==> src/include/lfs_pkg.sv <==
// Constants shared by the low-frequency sweep sequencer
package lfs_pkg;
	// Frequencies are held in units of 0.1 Hz
	localparam int          FW        = 24;
	localparam int          PW        = 20;
	localparam int          KW        = 14;
	localparam logic [23:0] F_MIN     = 24'h000001;
	localparam logic [23:0] F_MAX     = 24'h989680;
	localparam logic [23:0] TONE_RST  = 24'h002710;
	localparam logic [23:0] START_RST = 24'h002710;
	localparam logic [23:0] STOP_RST  = 24'h07a120;
	localparam logic [23:0] STEP_RST  = 24'h001355;
	localparam logic [19:0] PTS_RST   = 20'h00064;
	localparam logic [19:0] PTS_MIN   = 20'h00002;
	localparam logic [19:0] PTS_MAX   = 20'hfffff;
	// Log factor in units of 0.01 percent
	localparam logic [13:0] FAC_RST   = 14'h0064;
	localparam logic [13:0] FAC_MIN   = 14'h0001;
	localparam logic [13:0] FAC_MAX   = 14'h2710;
	localparam logic [37:0] FAC_DEN   = 38'h0000002710;
	// Dwell in ticks of 100 us
	localparam logic [19:0] DWELL_MIN = 20'h00064;
	localparam logic [19:0] DWELL_MAX = 20'hf4240;
	localparam logic [19:0] DWELL_RST = 20'h00064;
	localparam int          TICK_US   = 100;
	localparam int          CLK_NS    = 10;
	localparam int          TICK_CYC  = TICK_US * 1000 / CLK_NS;
	// Operating mode codes
	localparam logic [1:0]  MODE_TONE = 2'h0;
	localparam logic [1:0]  MODE_FIX  = 2'h1;
	localparam logic [1:0]  MODE_SWP  = 2'h2;
	// Cycle mode codes
	localparam logic [1:0]  CYC_AUTO  = 2'h0;
	localparam logic [1:0]  CYC_MAN   = 2'h1;
	localparam logic [1:0]  CYC_STEP  = 2'h2;
	// Setting select codes
	localparam logic [3:0]  SEL_TONE  = 4'h0;
	localparam logic [3:0]  SEL_START = 4'h1;
	localparam logic [3:0]  SEL_STOP  = 4'h2;
	localparam logic [3:0]  SEL_MODE  = 4'h3;
	localparam logic [3:0]  SEL_CYC   = 4'h4;
	localparam logic [3:0]  SEL_SHAPE = 4'h5;
	localparam logic [3:0]  SEL_SPACE = 4'h6;
	localparam logic [3:0]  SEL_ON    = 4'h7;
	localparam logic [3:0]  SEL_DWELL = 4'h8;
	localparam logic [3:0]  SEL_STEPL = 4'h9;
	localparam logic [3:0]  SEL_STEPG = 4'ha;
	localparam logic [3:0]  SEL_PTS   = 4'hb;
	typedef enum logic [1:0] {C_IDLE, C_DIV, C_CNT} lfs_calc_e;
	typedef enum logic {S_IDLE, S_RUN} lfs_run_e;
endpackage

==> src/core/lfs_sweep_seq.sv <==
// Low-frequency source sequencer: fixed tone and stepped sweep
`timescale 1ns/1ps

module lfs_sweep_seq #(
	parameter int TICK_CYC = lfs_pkg::TICK_CYC
) (
	input  wire logic        i_ref_clk,
	input  wire logic        i_rst,
	input  wire logic        i_wr,
	input  wire logic [3:0]  i_wr_sel,
	input  wire logic [31:0] i_wr_data,
	input  wire logic        i_exec,
	input  wire logic        i_man_cmd,
	input  wire logic        i_trig,
	input  wire logic        i_enc_step,
	input  wire logic        i_enc_dir,
	output logic      [23:0] o_freq,
	output logic             o_low_freq_source_on,
	output logic             o_sweeping,
	output logic             o_calc_busy,
	output logic      [19:0] o_points_lin,
	output logic      [19:0] o_points_log,
	output logic      [23:0] o_step_lin,
	output logic      [13:0] o_step_log
);
	localparam int TW = $clog2(TICK_CYC);

	// ***********************************************
	// Helpers
	// ***********************************************
	function automatic logic [23:0] clampf(input logic [31:0] v);
		if (v < 32'(lfs_pkg::F_MIN))
			return lfs_pkg::F_MIN;
		else if (v > 32'(lfs_pkg::F_MAX))
			return lfs_pkg::F_MAX;
		else
			return v[23:0];
	endfunction

	// Never below one unit, so a log walk always makes progress
	function automatic logic [23:0] frac(input logic [23:0] f, input logic [13:0] k);
		logic [37:0] p;
		p = (38'(f) * 38'(k)) / lfs_pkg::FAC_DEN;
		if (p == 38'h0)
			return lfs_pkg::F_MIN;
		else
			return p[23:0];
	endfunction

	// ***********************************************
	// Setting decode and registers
	// ***********************************************
	logic [23:0] tone_q, start_q, stop_q, step_lin_q, cur_q, freq_q;
	logic [19:0] dwell_q, pts_lin_q, pts_log_q, dw_q;
	logic [13:0] fac_q;
	logic [1:0]  cyc_q;
	logic        sw_q, tri_q, log_q, on_q;

	wire w_tone  = i_wr && i_wr_sel == lfs_pkg::SEL_TONE;
	wire w_start = i_wr && i_wr_sel == lfs_pkg::SEL_START;
	wire w_stop  = i_wr && i_wr_sel == lfs_pkg::SEL_STOP;
	wire w_mode  = i_wr && i_wr_sel == lfs_pkg::SEL_MODE;
	wire w_cyc   = i_wr && i_wr_sel == lfs_pkg::SEL_CYC;
	wire w_shape = i_wr && i_wr_sel == lfs_pkg::SEL_SHAPE;
	wire w_space = i_wr && i_wr_sel == lfs_pkg::SEL_SPACE;
	wire w_on    = i_wr && i_wr_sel == lfs_pkg::SEL_ON;
	wire w_dwell = i_wr && i_wr_sel == lfs_pkg::SEL_DWELL;
	wire w_stepl = i_wr && i_wr_sel == lfs_pkg::SEL_STEPL;
	wire w_stepg = i_wr && i_wr_sel == lfs_pkg::SEL_STEPG;
	wire w_pts   = i_wr && i_wr_sel == lfs_pkg::SEL_PTS;

	wire [23:0] span  = (start_q < stop_q) ? stop_q - start_q : 24'h0;
	wire [19:0] dw_in = (i_wr_data < 32'(lfs_pkg::DWELL_MIN)) ? lfs_pkg::DWELL_MIN :
		(i_wr_data > 32'(lfs_pkg::DWELL_MAX)) ? lfs_pkg::DWELL_MAX : i_wr_data[19:0];

	always_ff @(posedge i_ref_clk) begin
		if (i_rst) begin
			tone_q  <= lfs_pkg::TONE_RST;
			start_q <= lfs_pkg::START_RST;
			stop_q  <= lfs_pkg::STOP_RST;
			sw_q    <= 1'b0;
			cyc_q   <= lfs_pkg::CYC_AUTO;
			tri_q   <= 1'b0;
			log_q   <= 1'b0;
			on_q    <= 1'b0;
			dwell_q <= lfs_pkg::DWELL_RST;
		end else begin
			if (w_tone)
				tone_q <= clampf(i_wr_data);
			if (w_start)
				start_q <= clampf(i_wr_data);
			if (w_stop)
				stop_q <= clampf(i_wr_data);
			if (w_mode)
				sw_q <= i_wr_data[1:0] == lfs_pkg::MODE_SWP;
			if (w_cyc)
				cyc_q <= i_wr_data[1:0];
			if (w_shape)
				tri_q <= i_wr_data[0];
			if (w_space)
				log_q <= i_wr_data[0];
			if (w_on)
				on_q <= i_wr_data[0];
			if (w_dwell)
				dwell_q <= dw_in;
		end
	end

	// ***********************************************
	// Step width and point count calculator
	// ***********************************************
	lfs_pkg::lfs_calc_e cs_q;
	logic [23:0] num_q, den_q, quo_q, rem_q, f_q;
	logic [4:0]  bit_q;
	logic        tgt_q, bs_q;
	logic [19:0] n_q;
	logic [13:0] lo_q, hi_q, mid_q;

	wire [24:0] rsh    = {rem_q, num_q[23]};
	wire        r_ge   = rsh >= {1'b0, den_q};
	wire [23:0] r_nx   = r_ge ? 24'(rsh - {1'b0, den_q}) : rsh[23:0];
	wire [13:0] k_c    = bs_q ? mid_q : fac_q;
	wire [24:0] f_up   = {1'b0, f_q} + {1'b0, frac(f_q, k_c)};
	wire        c_end  = f_q >= stop_q || n_q == lfs_pkg::PTS_MAX;
	wire        bs_up  = n_q > pts_log_q;
	wire [13:0] lo_n   = bs_up ? mid_q + 14'h1 : lo_q;
	wire [13:0] hi_n   = bs_up ? hi_q : mid_q;
	wire [23:0] sl_in  = (i_wr_data == 32'h0) ? lfs_pkg::F_MIN :
		(i_wr_data > 32'(span) && span != 24'h0) ? span : i_wr_data[23:0];
	wire [13:0] fg_in  = (i_wr_data < 32'(lfs_pkg::FAC_MIN)) ? lfs_pkg::FAC_MIN :
		(i_wr_data > 32'(lfs_pkg::FAC_MAX)) ? lfs_pkg::FAC_MAX : i_wr_data[13:0];
	wire [19:0] pt_in  = (i_wr_data < 32'(lfs_pkg::PTS_MIN)) ? lfs_pkg::PTS_MIN :
		(i_wr_data > 32'(lfs_pkg::PTS_MAX)) ? lfs_pkg::PTS_MAX : i_wr_data[19:0];
	wire [13:0] mid0   = 14'((lfs_pkg::FAC_MIN + lfs_pkg::FAC_MAX) >> 1);

	// A new step width, log factor or point count write restarts any calculation already under way
	always_ff @(posedge i_ref_clk) begin
		if (i_rst) begin
			cs_q       <= lfs_pkg::C_IDLE;
			pts_lin_q  <= lfs_pkg::PTS_RST;
			pts_log_q  <= lfs_pkg::PTS_RST;
			step_lin_q <= lfs_pkg::STEP_RST;
			fac_q      <= lfs_pkg::FAC_RST;
			tgt_q      <= 1'b0;
			bs_q       <= 1'b0;
		end else if (w_stepl) begin
			step_lin_q <= sl_in;
			{num_q, den_q, rem_q, bit_q, tgt_q} <= {span, sl_in, 24'h0, 5'd24, 1'b0};
			cs_q <= (span == 24'h0) ? lfs_pkg::C_IDLE : lfs_pkg::C_DIV;
		end else if (w_stepg) begin
			fac_q <= fg_in;
			{f_q, n_q, bs_q} <= {start_q, 20'h1, 1'b0};
			cs_q <= lfs_pkg::C_CNT;
		end else if (w_pts && log_q) begin
			pts_log_q <= pt_in;
			{f_q, n_q, bs_q} <= {start_q, 20'h1, 1'b1};
			{lo_q, hi_q, mid_q} <= {lfs_pkg::FAC_MIN, lfs_pkg::FAC_MAX, mid0};
			cs_q <= lfs_pkg::C_CNT;
		end else if (w_pts) begin
			pts_lin_q <= pt_in;
			{num_q, den_q, rem_q, bit_q, tgt_q} <= {span, 24'(pt_in - 20'h1), 24'h0, 5'd24, 1'b1};
			cs_q <= (span == 24'h0) ? lfs_pkg::C_IDLE : lfs_pkg::C_DIV;
		end else begin
			case (cs_q)
				lfs_pkg::C_DIV: begin
					rem_q <= r_nx;
					num_q <= {num_q[22:0], 1'b0};
					quo_q <= {quo_q[22:0], r_ge};
					bit_q <= bit_q - 5'd1;
					if (bit_q == 5'd0) begin
						cs_q <= lfs_pkg::C_IDLE;
						if (tgt_q)
							step_lin_q <= clampf(32'(quo_q));
						else
							pts_lin_q <= 20'(quo_q) + 20'h1;
					end
				end
				lfs_pkg::C_CNT: begin
					if (!c_end) begin
						f_q <= f_up[23:0];
						n_q <= n_q + 20'h1;
					end else if (!bs_q) begin
						pts_log_q <= n_q;
						cs_q <= lfs_pkg::C_IDLE;
					end else if (lo_n >= hi_n) begin
						fac_q <= lo_n;
						cs_q <= lfs_pkg::C_IDLE;
					end else begin
						{lo_q, hi_q} <= {lo_n, hi_n};
						mid_q <= 14'((15'(lo_n) + 15'(hi_n)) >> 1);
						{f_q, n_q} <= {start_q, 20'h1};
					end
				end
				default: cs_q <= lfs_pkg::C_IDLE;
			endcase
		end
	end

	// ***********************************************
	// Pin synchronisers and event detection
	// ***********************************************
	logic [2:0] trg_q, enc_q;
	logic [1:0] dir_q;

	always_ff @(posedge i_ref_clk) begin
		if (i_rst) begin
			trg_q <= 3'h0;
			enc_q <= 3'h0;
			dir_q <= 2'h0;
		end else begin
			trg_q <= {trg_q[1:0], i_trig};
			enc_q <= {enc_q[1:0], i_enc_step};
			dir_q <= {dir_q[0], i_enc_dir};
		end
	end

	wire man    = cyc_q == lfs_pkg::CYC_MAN;
	wire trg_ev = trg_q[1] && !trg_q[2] && !man;
	wire enc_ev = enc_q[1] && !enc_q[2] && man;
	wire go     = sw_q && (trg_ev || i_exec);

	// ***********************************************
	// Sweep engine
	// ***********************************************
	lfs_pkg::lfs_run_e st_q;
	logic        up_q;
	logic [TW-1:0] tk_q;

	wire [23:0] inc    = log_q ? frac(cur_q, fac_q) : step_lin_q;
	wire [24:0] up_s   = {1'b0, cur_q} + {1'b0, inc};
	wire [23:0] up_w   = (up_s > {1'b0, stop_q}) ? stop_q : up_s[23:0];
	wire [23:0] dn_w   = (cur_q > start_q && cur_q - start_q > inc) ? cur_q - inc : start_q;
	wire        at_top = cur_q >= stop_q;
	wire        at_bot = cur_q <= start_q;
	wire        tick   = tk_q == TW'(TICK_CYC - 1);
	wire        adv    = st_q == lfs_pkg::S_RUN && tick && dw_q <= 20'h1 &&
		cyc_q == lfs_pkg::CYC_AUTO;
	wire        go_a   = go && cyc_q == lfs_pkg::CYC_AUTO;
	wire        go_s   = go && cyc_q == lfs_pkg::CYC_STEP;
	wire        ld     = go_a || adv;

	// Restarting the tick divider keeps each dwell a whole number of ticks
	always_ff @(posedge i_ref_clk) begin
		if (i_rst || ld || tick)
			tk_q <= '0;
		else
			tk_q <= tk_q + TW'(1);
	end

	always_ff @(posedge i_ref_clk) begin
		if (i_rst) begin
			st_q  <= lfs_pkg::S_IDLE;
			cur_q <= lfs_pkg::START_RST;
			up_q  <= 1'b1;
			dw_q  <= lfs_pkg::DWELL_RST;
		end else if (w_mode) begin
			st_q  <= lfs_pkg::S_IDLE;
			cur_q <= start_q;
			up_q  <= 1'b1;
		end else if (go_a) begin
			st_q  <= lfs_pkg::S_RUN;
			cur_q <= start_q;
			up_q  <= 1'b1;
			dw_q  <= dwell_q;
		end else if (go_s) begin
			cur_q <= at_top ? start_q : up_w;
		end else if (sw_q && man && i_man_cmd) begin
			cur_q <= at_top ? cur_q : up_w;
		end else if (sw_q && enc_ev) begin
			if (dir_q[1])
				cur_q <= at_top ? cur_q : up_w;
			else
				cur_q <= at_bot ? cur_q : dn_w;
		end else if (adv) begin
			dw_q <= dwell_q;
			if (up_q && !at_top)
				cur_q <= up_w;
			else if (up_q && tri_q) begin
				up_q  <= 1'b0;
				cur_q <= dn_w;
			end else if (!up_q && !at_bot)
				cur_q <= dn_w;
			else
				st_q <= lfs_pkg::S_IDLE;
		end else if (st_q == lfs_pkg::S_RUN && cyc_q != lfs_pkg::CYC_AUTO) begin
			st_q <= lfs_pkg::S_IDLE;
		end else if (st_q == lfs_pkg::S_RUN && tick) begin
			dw_q <= dw_q - 20'h1;
		end
	end

	always_ff @(posedge i_ref_clk) begin
		if (i_rst)
			freq_q <= lfs_pkg::TONE_RST;
		else
			freq_q <= sw_q ? cur_q : tone_q;
	end

	assign o_freq               = freq_q;
	assign o_low_freq_source_on = on_q;
	assign o_sweeping           = st_q == lfs_pkg::S_RUN;
	assign o_calc_busy          = cs_q != lfs_pkg::C_IDLE;
	assign o_points_lin         = pts_lin_q;
	assign o_points_log         = pts_log_q;
	assign o_step_lin           = step_lin_q;
	assign o_step_log           = fac_q;
endmodule

==> config.mk <==
export PLATFORM = sky130hd
export DESIGN_NAME = lfs_sweep_seq
export DESIGN_NICKNAME = d
export VERILOG_FILES = /design/src/include/lfs_pkg.sv /design/src/core/lfs_sweep_seq.sv
export SDC_FILE = /design/constraint.sdc
export NUM_CORES = 2
export LEC_CHECK = 0
export BUFFER_PORTS_ARGS = -buffer_cell sky130_fd_sc_hd__buf_2
export CELL_PAD_IN_SITES_DETAIL_PLACEMENT = 1
export CELL_PAD_IN_SITES_GLOBAL_PLACEMENT = 1
export CORE_MARGIN = 5
export CORE_UTILIZATION = 50
export DETAILED_ROUTE_END_ITERATION = 10
export HOLD_SLACK_MARGIN = 0.03
export PLACE_DENSITY = 0.94
export SETUP_SLACK_MARGIN = 0.02
export SKIP_CTS_REPAIR_TIMING = 1
export SYNTH_ARGS = -nofsm -noshare
export SYNTH_HDL_FRONTEND = slang
export SYNTH_SLANG_ARGS = --single-unit
==> constraint.sdc <==
create_clock -name i_ref_clk -period 38.6 [get_ports i_ref_clk]
set_input_delay 1.93 -clock i_ref_clk [delete_from_list [all_inputs] [get_ports i_ref_clk]]
set_output_delay 1.93 -clock i_ref_clk [all_outputs]
set_load 0.03 [all_outputs]
==> results.py <==
metrics = {
    "sta": {
        "fin_setup_tns_ps": 0,
        "hold_violations": 0,
        "relSlewSlack_pct": 5.45,
        "max_freq_mhz": 26.1,
        "finClkSkew_ps": 69.0,
        "tightest_slew_ps": 1410,
        "setup_viol": 0,
        "final.min_clock_period_ps": 38370,
        "drv_slew": 0,
        "fin_hold_ws_ps": 467,
        "fin_crit_sh_pct": 99.4,
    },
    "final_layout": {
        "drive_above_1_share_pct": 11.6,
        "nNetsFinal": 10400,
        "fillers": 17700,
        "syn_to_final_growth_pct": 8.22,
        "multi_input_comb_area_mm2": 0.0594,
        "stdcell_count": 11300,
        "seqCellArea_mm2": 0.0111,
    },
    "detailed_routing": {
        "vias": 81900,
        "initialDrtViolationCount": 10900,
        "avgViaCountPerCell": 7.22,
        "antenna_left": 0,
        "drtPass1Iterations": 11,
        "routed_wl_um": 348000,
        "drc": 59,
        "wl_per_cell_um": 30.6,
    },
    "logic_synthesis": {
        "avgSynthCellArea_um2": 7.97,
        "synth_common_cells": "nand2_1 (1111), nor2_1 (793), inv_1 (765), a21oi_1 (597), fa_1 (529)",
        "yosys.area.top_type": "fa_1",
        "syn-instance-count": 9315,
        "synth_seq_cells": 459,
        "ys_seq_area_share_pct": 14.9,
        "synthesis.area_mm2": 0.0742,
        "synth_cell_types": 181,
        "synth.most_common_cell": "nand2_1",
        "synth.area.top_cells": "fa_1 (14%), ha_1 (8.9%), edfxtp_1 (7.6%), dfxtp_1 (7.3%), nand2_1 (5.6%)",
        "synthArstFlopShare_pct": 0,
        "synth.net_count": 10400,
        "yosys_warnings": 0,
        "synthFlopType": "dfxtp_1",
        "synth_edf_count": 187,
        "synth.top_cell.area_share_pct": 14.3,
    },
    "worst_setup_path": {
        "slowest_delay_ps": 870,
        "r2r-start": "cur_q[8]",
        "r2r_cells": 132,
        "crit_arrival_ps": 38890,
        "critPathCaptureType": "flop",
        "start_kind": "flop",
        "crit_slowest_cell": "xor2_1",
        "path_class": "reg2reg",
        "crit_fanout": 48,
        "worstReg2RegEnd": "cur_q[7]",
        "ff2ff_setup_slack_ps": 230,
        "cp_common_cell": "a21oi_1",
        "cp.required_ps": 39120,
    },
    "clocking": {
        "numCtsBuffers": 50,
        "clk_latency_ps": 750,
        "clock_sink_count": 459,
        "cts_htree_levels": 2,
        "cts_buffer_depth": 3,
        "clk_pin_slew_ps": 70,
        "cts_tree": "built",
        "cts_root_buf": "clkbuf_16",
    },
    "global_routing": {
        "grt_max_degree": 85,
        "grt_overflow": 0,
        "grt_pass1_wl_um": 501000,
        "antenna_found_initial": 39,
        "grt_pass1_vias": 84300,
        "track_usage_pct": 40.5,
    },
    "die": {
        "dieArea_mm2": 0.156,
        "fp-row-count": 141,
        "initial_core_util_pct": 50.3,
        "core_area_mm2": 0.148,
        "die_height_um": 395,
        "ios": 149,
        "die_w_um": 395,
    },
    "hold_path": {
        "holdPathStages": 1,
        "hold_path_class": "reg2reg",
        "min_to": "trg_q[1]",
        "hp-start": "trg_q[0]",
    },
    "status": {
        "violations": "design-rule violations",
        "outcome": "finished with violations",
    },
    "placed_design": {
        "dpl.cell_count": 11200,
        "dp_hpwl_um": 242000,
        "gp_congestion": 1.02,
        "port_buffers": 148,
    },
    "flow_run": {
        "max-cap-violations": 0,
    },
}
-- critical path: cells and delay by family, from the launching register on --
kind | cells | cell delay, ps
AND/OR/NAND/NOR | 27 | 8810
buffers and inverters | 9 | 1600
XOR/XNOR | 10 | 3020
adder cells (fa/ha/maj) | 13 | 5960
flip-flops | 1 | 490
multiplexers | 5 | 1700
AO/OA/AOI/OAI | 68 | 16490
-- worst max-delay path by stage --
stage              startpoint       end  slack [ps]
5_1_grt              cur_q[8]  cur_q[5]       -1040
4_1_cts         o_step_log[3]   f_q[22]       -2600
3_3_place_gp    o_step_log[3]   f_q[23]        -440
2_1_floorplan  o_step_log[13]  cur_q[0]        4790
6_report             cur_q[8]  cur_q[7]         230
3_5_place_dp    o_step_log[3]   f_q[22]       -1770
-- logic make-up after synthesis --
kind of cell / count (synthesis) / synth area share [%]
xor+xnor: 554 / 6.67
simple gates: 3375 / 22.2
fa+ha+maj: 1072 / 23.4
buf+inv: 1191 / 6.83
mux: 197 / 2.77
flops: 459 / 14.9
compound gates: 2467 / 23.2
-- area by class of cell --
class | count | share of cell area (%)
Antenna cell | 26 | 0.0810
Inverter | 771 | 3.62
Clock buffer | 67 | 1.83
Sequential cell | 459 | 13.8
Timing Repair Buffer | 397 | 3.30
Multi-Input combinational cell | 7667 | 74.0
Clock inverter | 26 | 0.374
Tap cell | 1930 | 3.01
-- registers in the layout (all words and copies together), names as in the netlist, 20 cells and up --
| signal | count |
|---|---|
| n_q | 20 |
| cur_q | 24 |
| rem_q | 24 |
| o_points_lin | 20 |
| o_points_log | 20 |
| f_q | 24 |
| num_q | 24 |
| start_q | 24 |
| o_step_lin | 24 |
| o_freq | 24 |
| stop_q | 24 |
| quo_q | 24 |
| tone_q | 24 |
| dwell_q | 20 |
| dw_q | 20 |
| den_q | 24 |
-- layout by cell type (no fill, tap or decap), drive strengths merged, types with 40 or more instances in the layout --
cell type	instances
o21a	69
nor3	196
fa	529
o21bai	99
nand2	1111
and3	84
buf	397
xnor2	366
ha	525
or2	64
o22ai	57
o211ai	122
nand4	119
a21oi	615
mux2i	142
nor4	64
a31oi	75
o21ai	483
dfxtp	272
o31ai	66
nor2b	142
a21o	172
a211o	46
nand2b	67
nand3	209
nor2	802
clkbuf	67
a2111oi	40
mux2	57
inv	776
or3	59
edfxtp	187
a22oi	50
xor2	188
and2	299
a211oi	143
-- routing by layer --
metal	vias to the layer above	share of wire, %	track usage [%]
met1	39600	34	45.1
met5	-	0.064	0.616
met4	32	10	31.6
met2	6425	43	63.7
met3	2769	13	13.8
li1	33000	-	-
-- metrics by stage --
step	cell area (um^2)	utilization, %	setup slack [ps]
6_report	80300	54.4	231
3_3_place_gp	76700	51.9	-439
4_1_cts	78400	53.1	-2600
3_5_place_dp	76700	51.9	-1770
5_1_grt	80300	54.3	-1040
2_1_floorplan	74200	-	4790
Power is left out: the tool's default activity adds up to more than one toggle a clock period on the data nets, which glitch-free logic cannot reach.
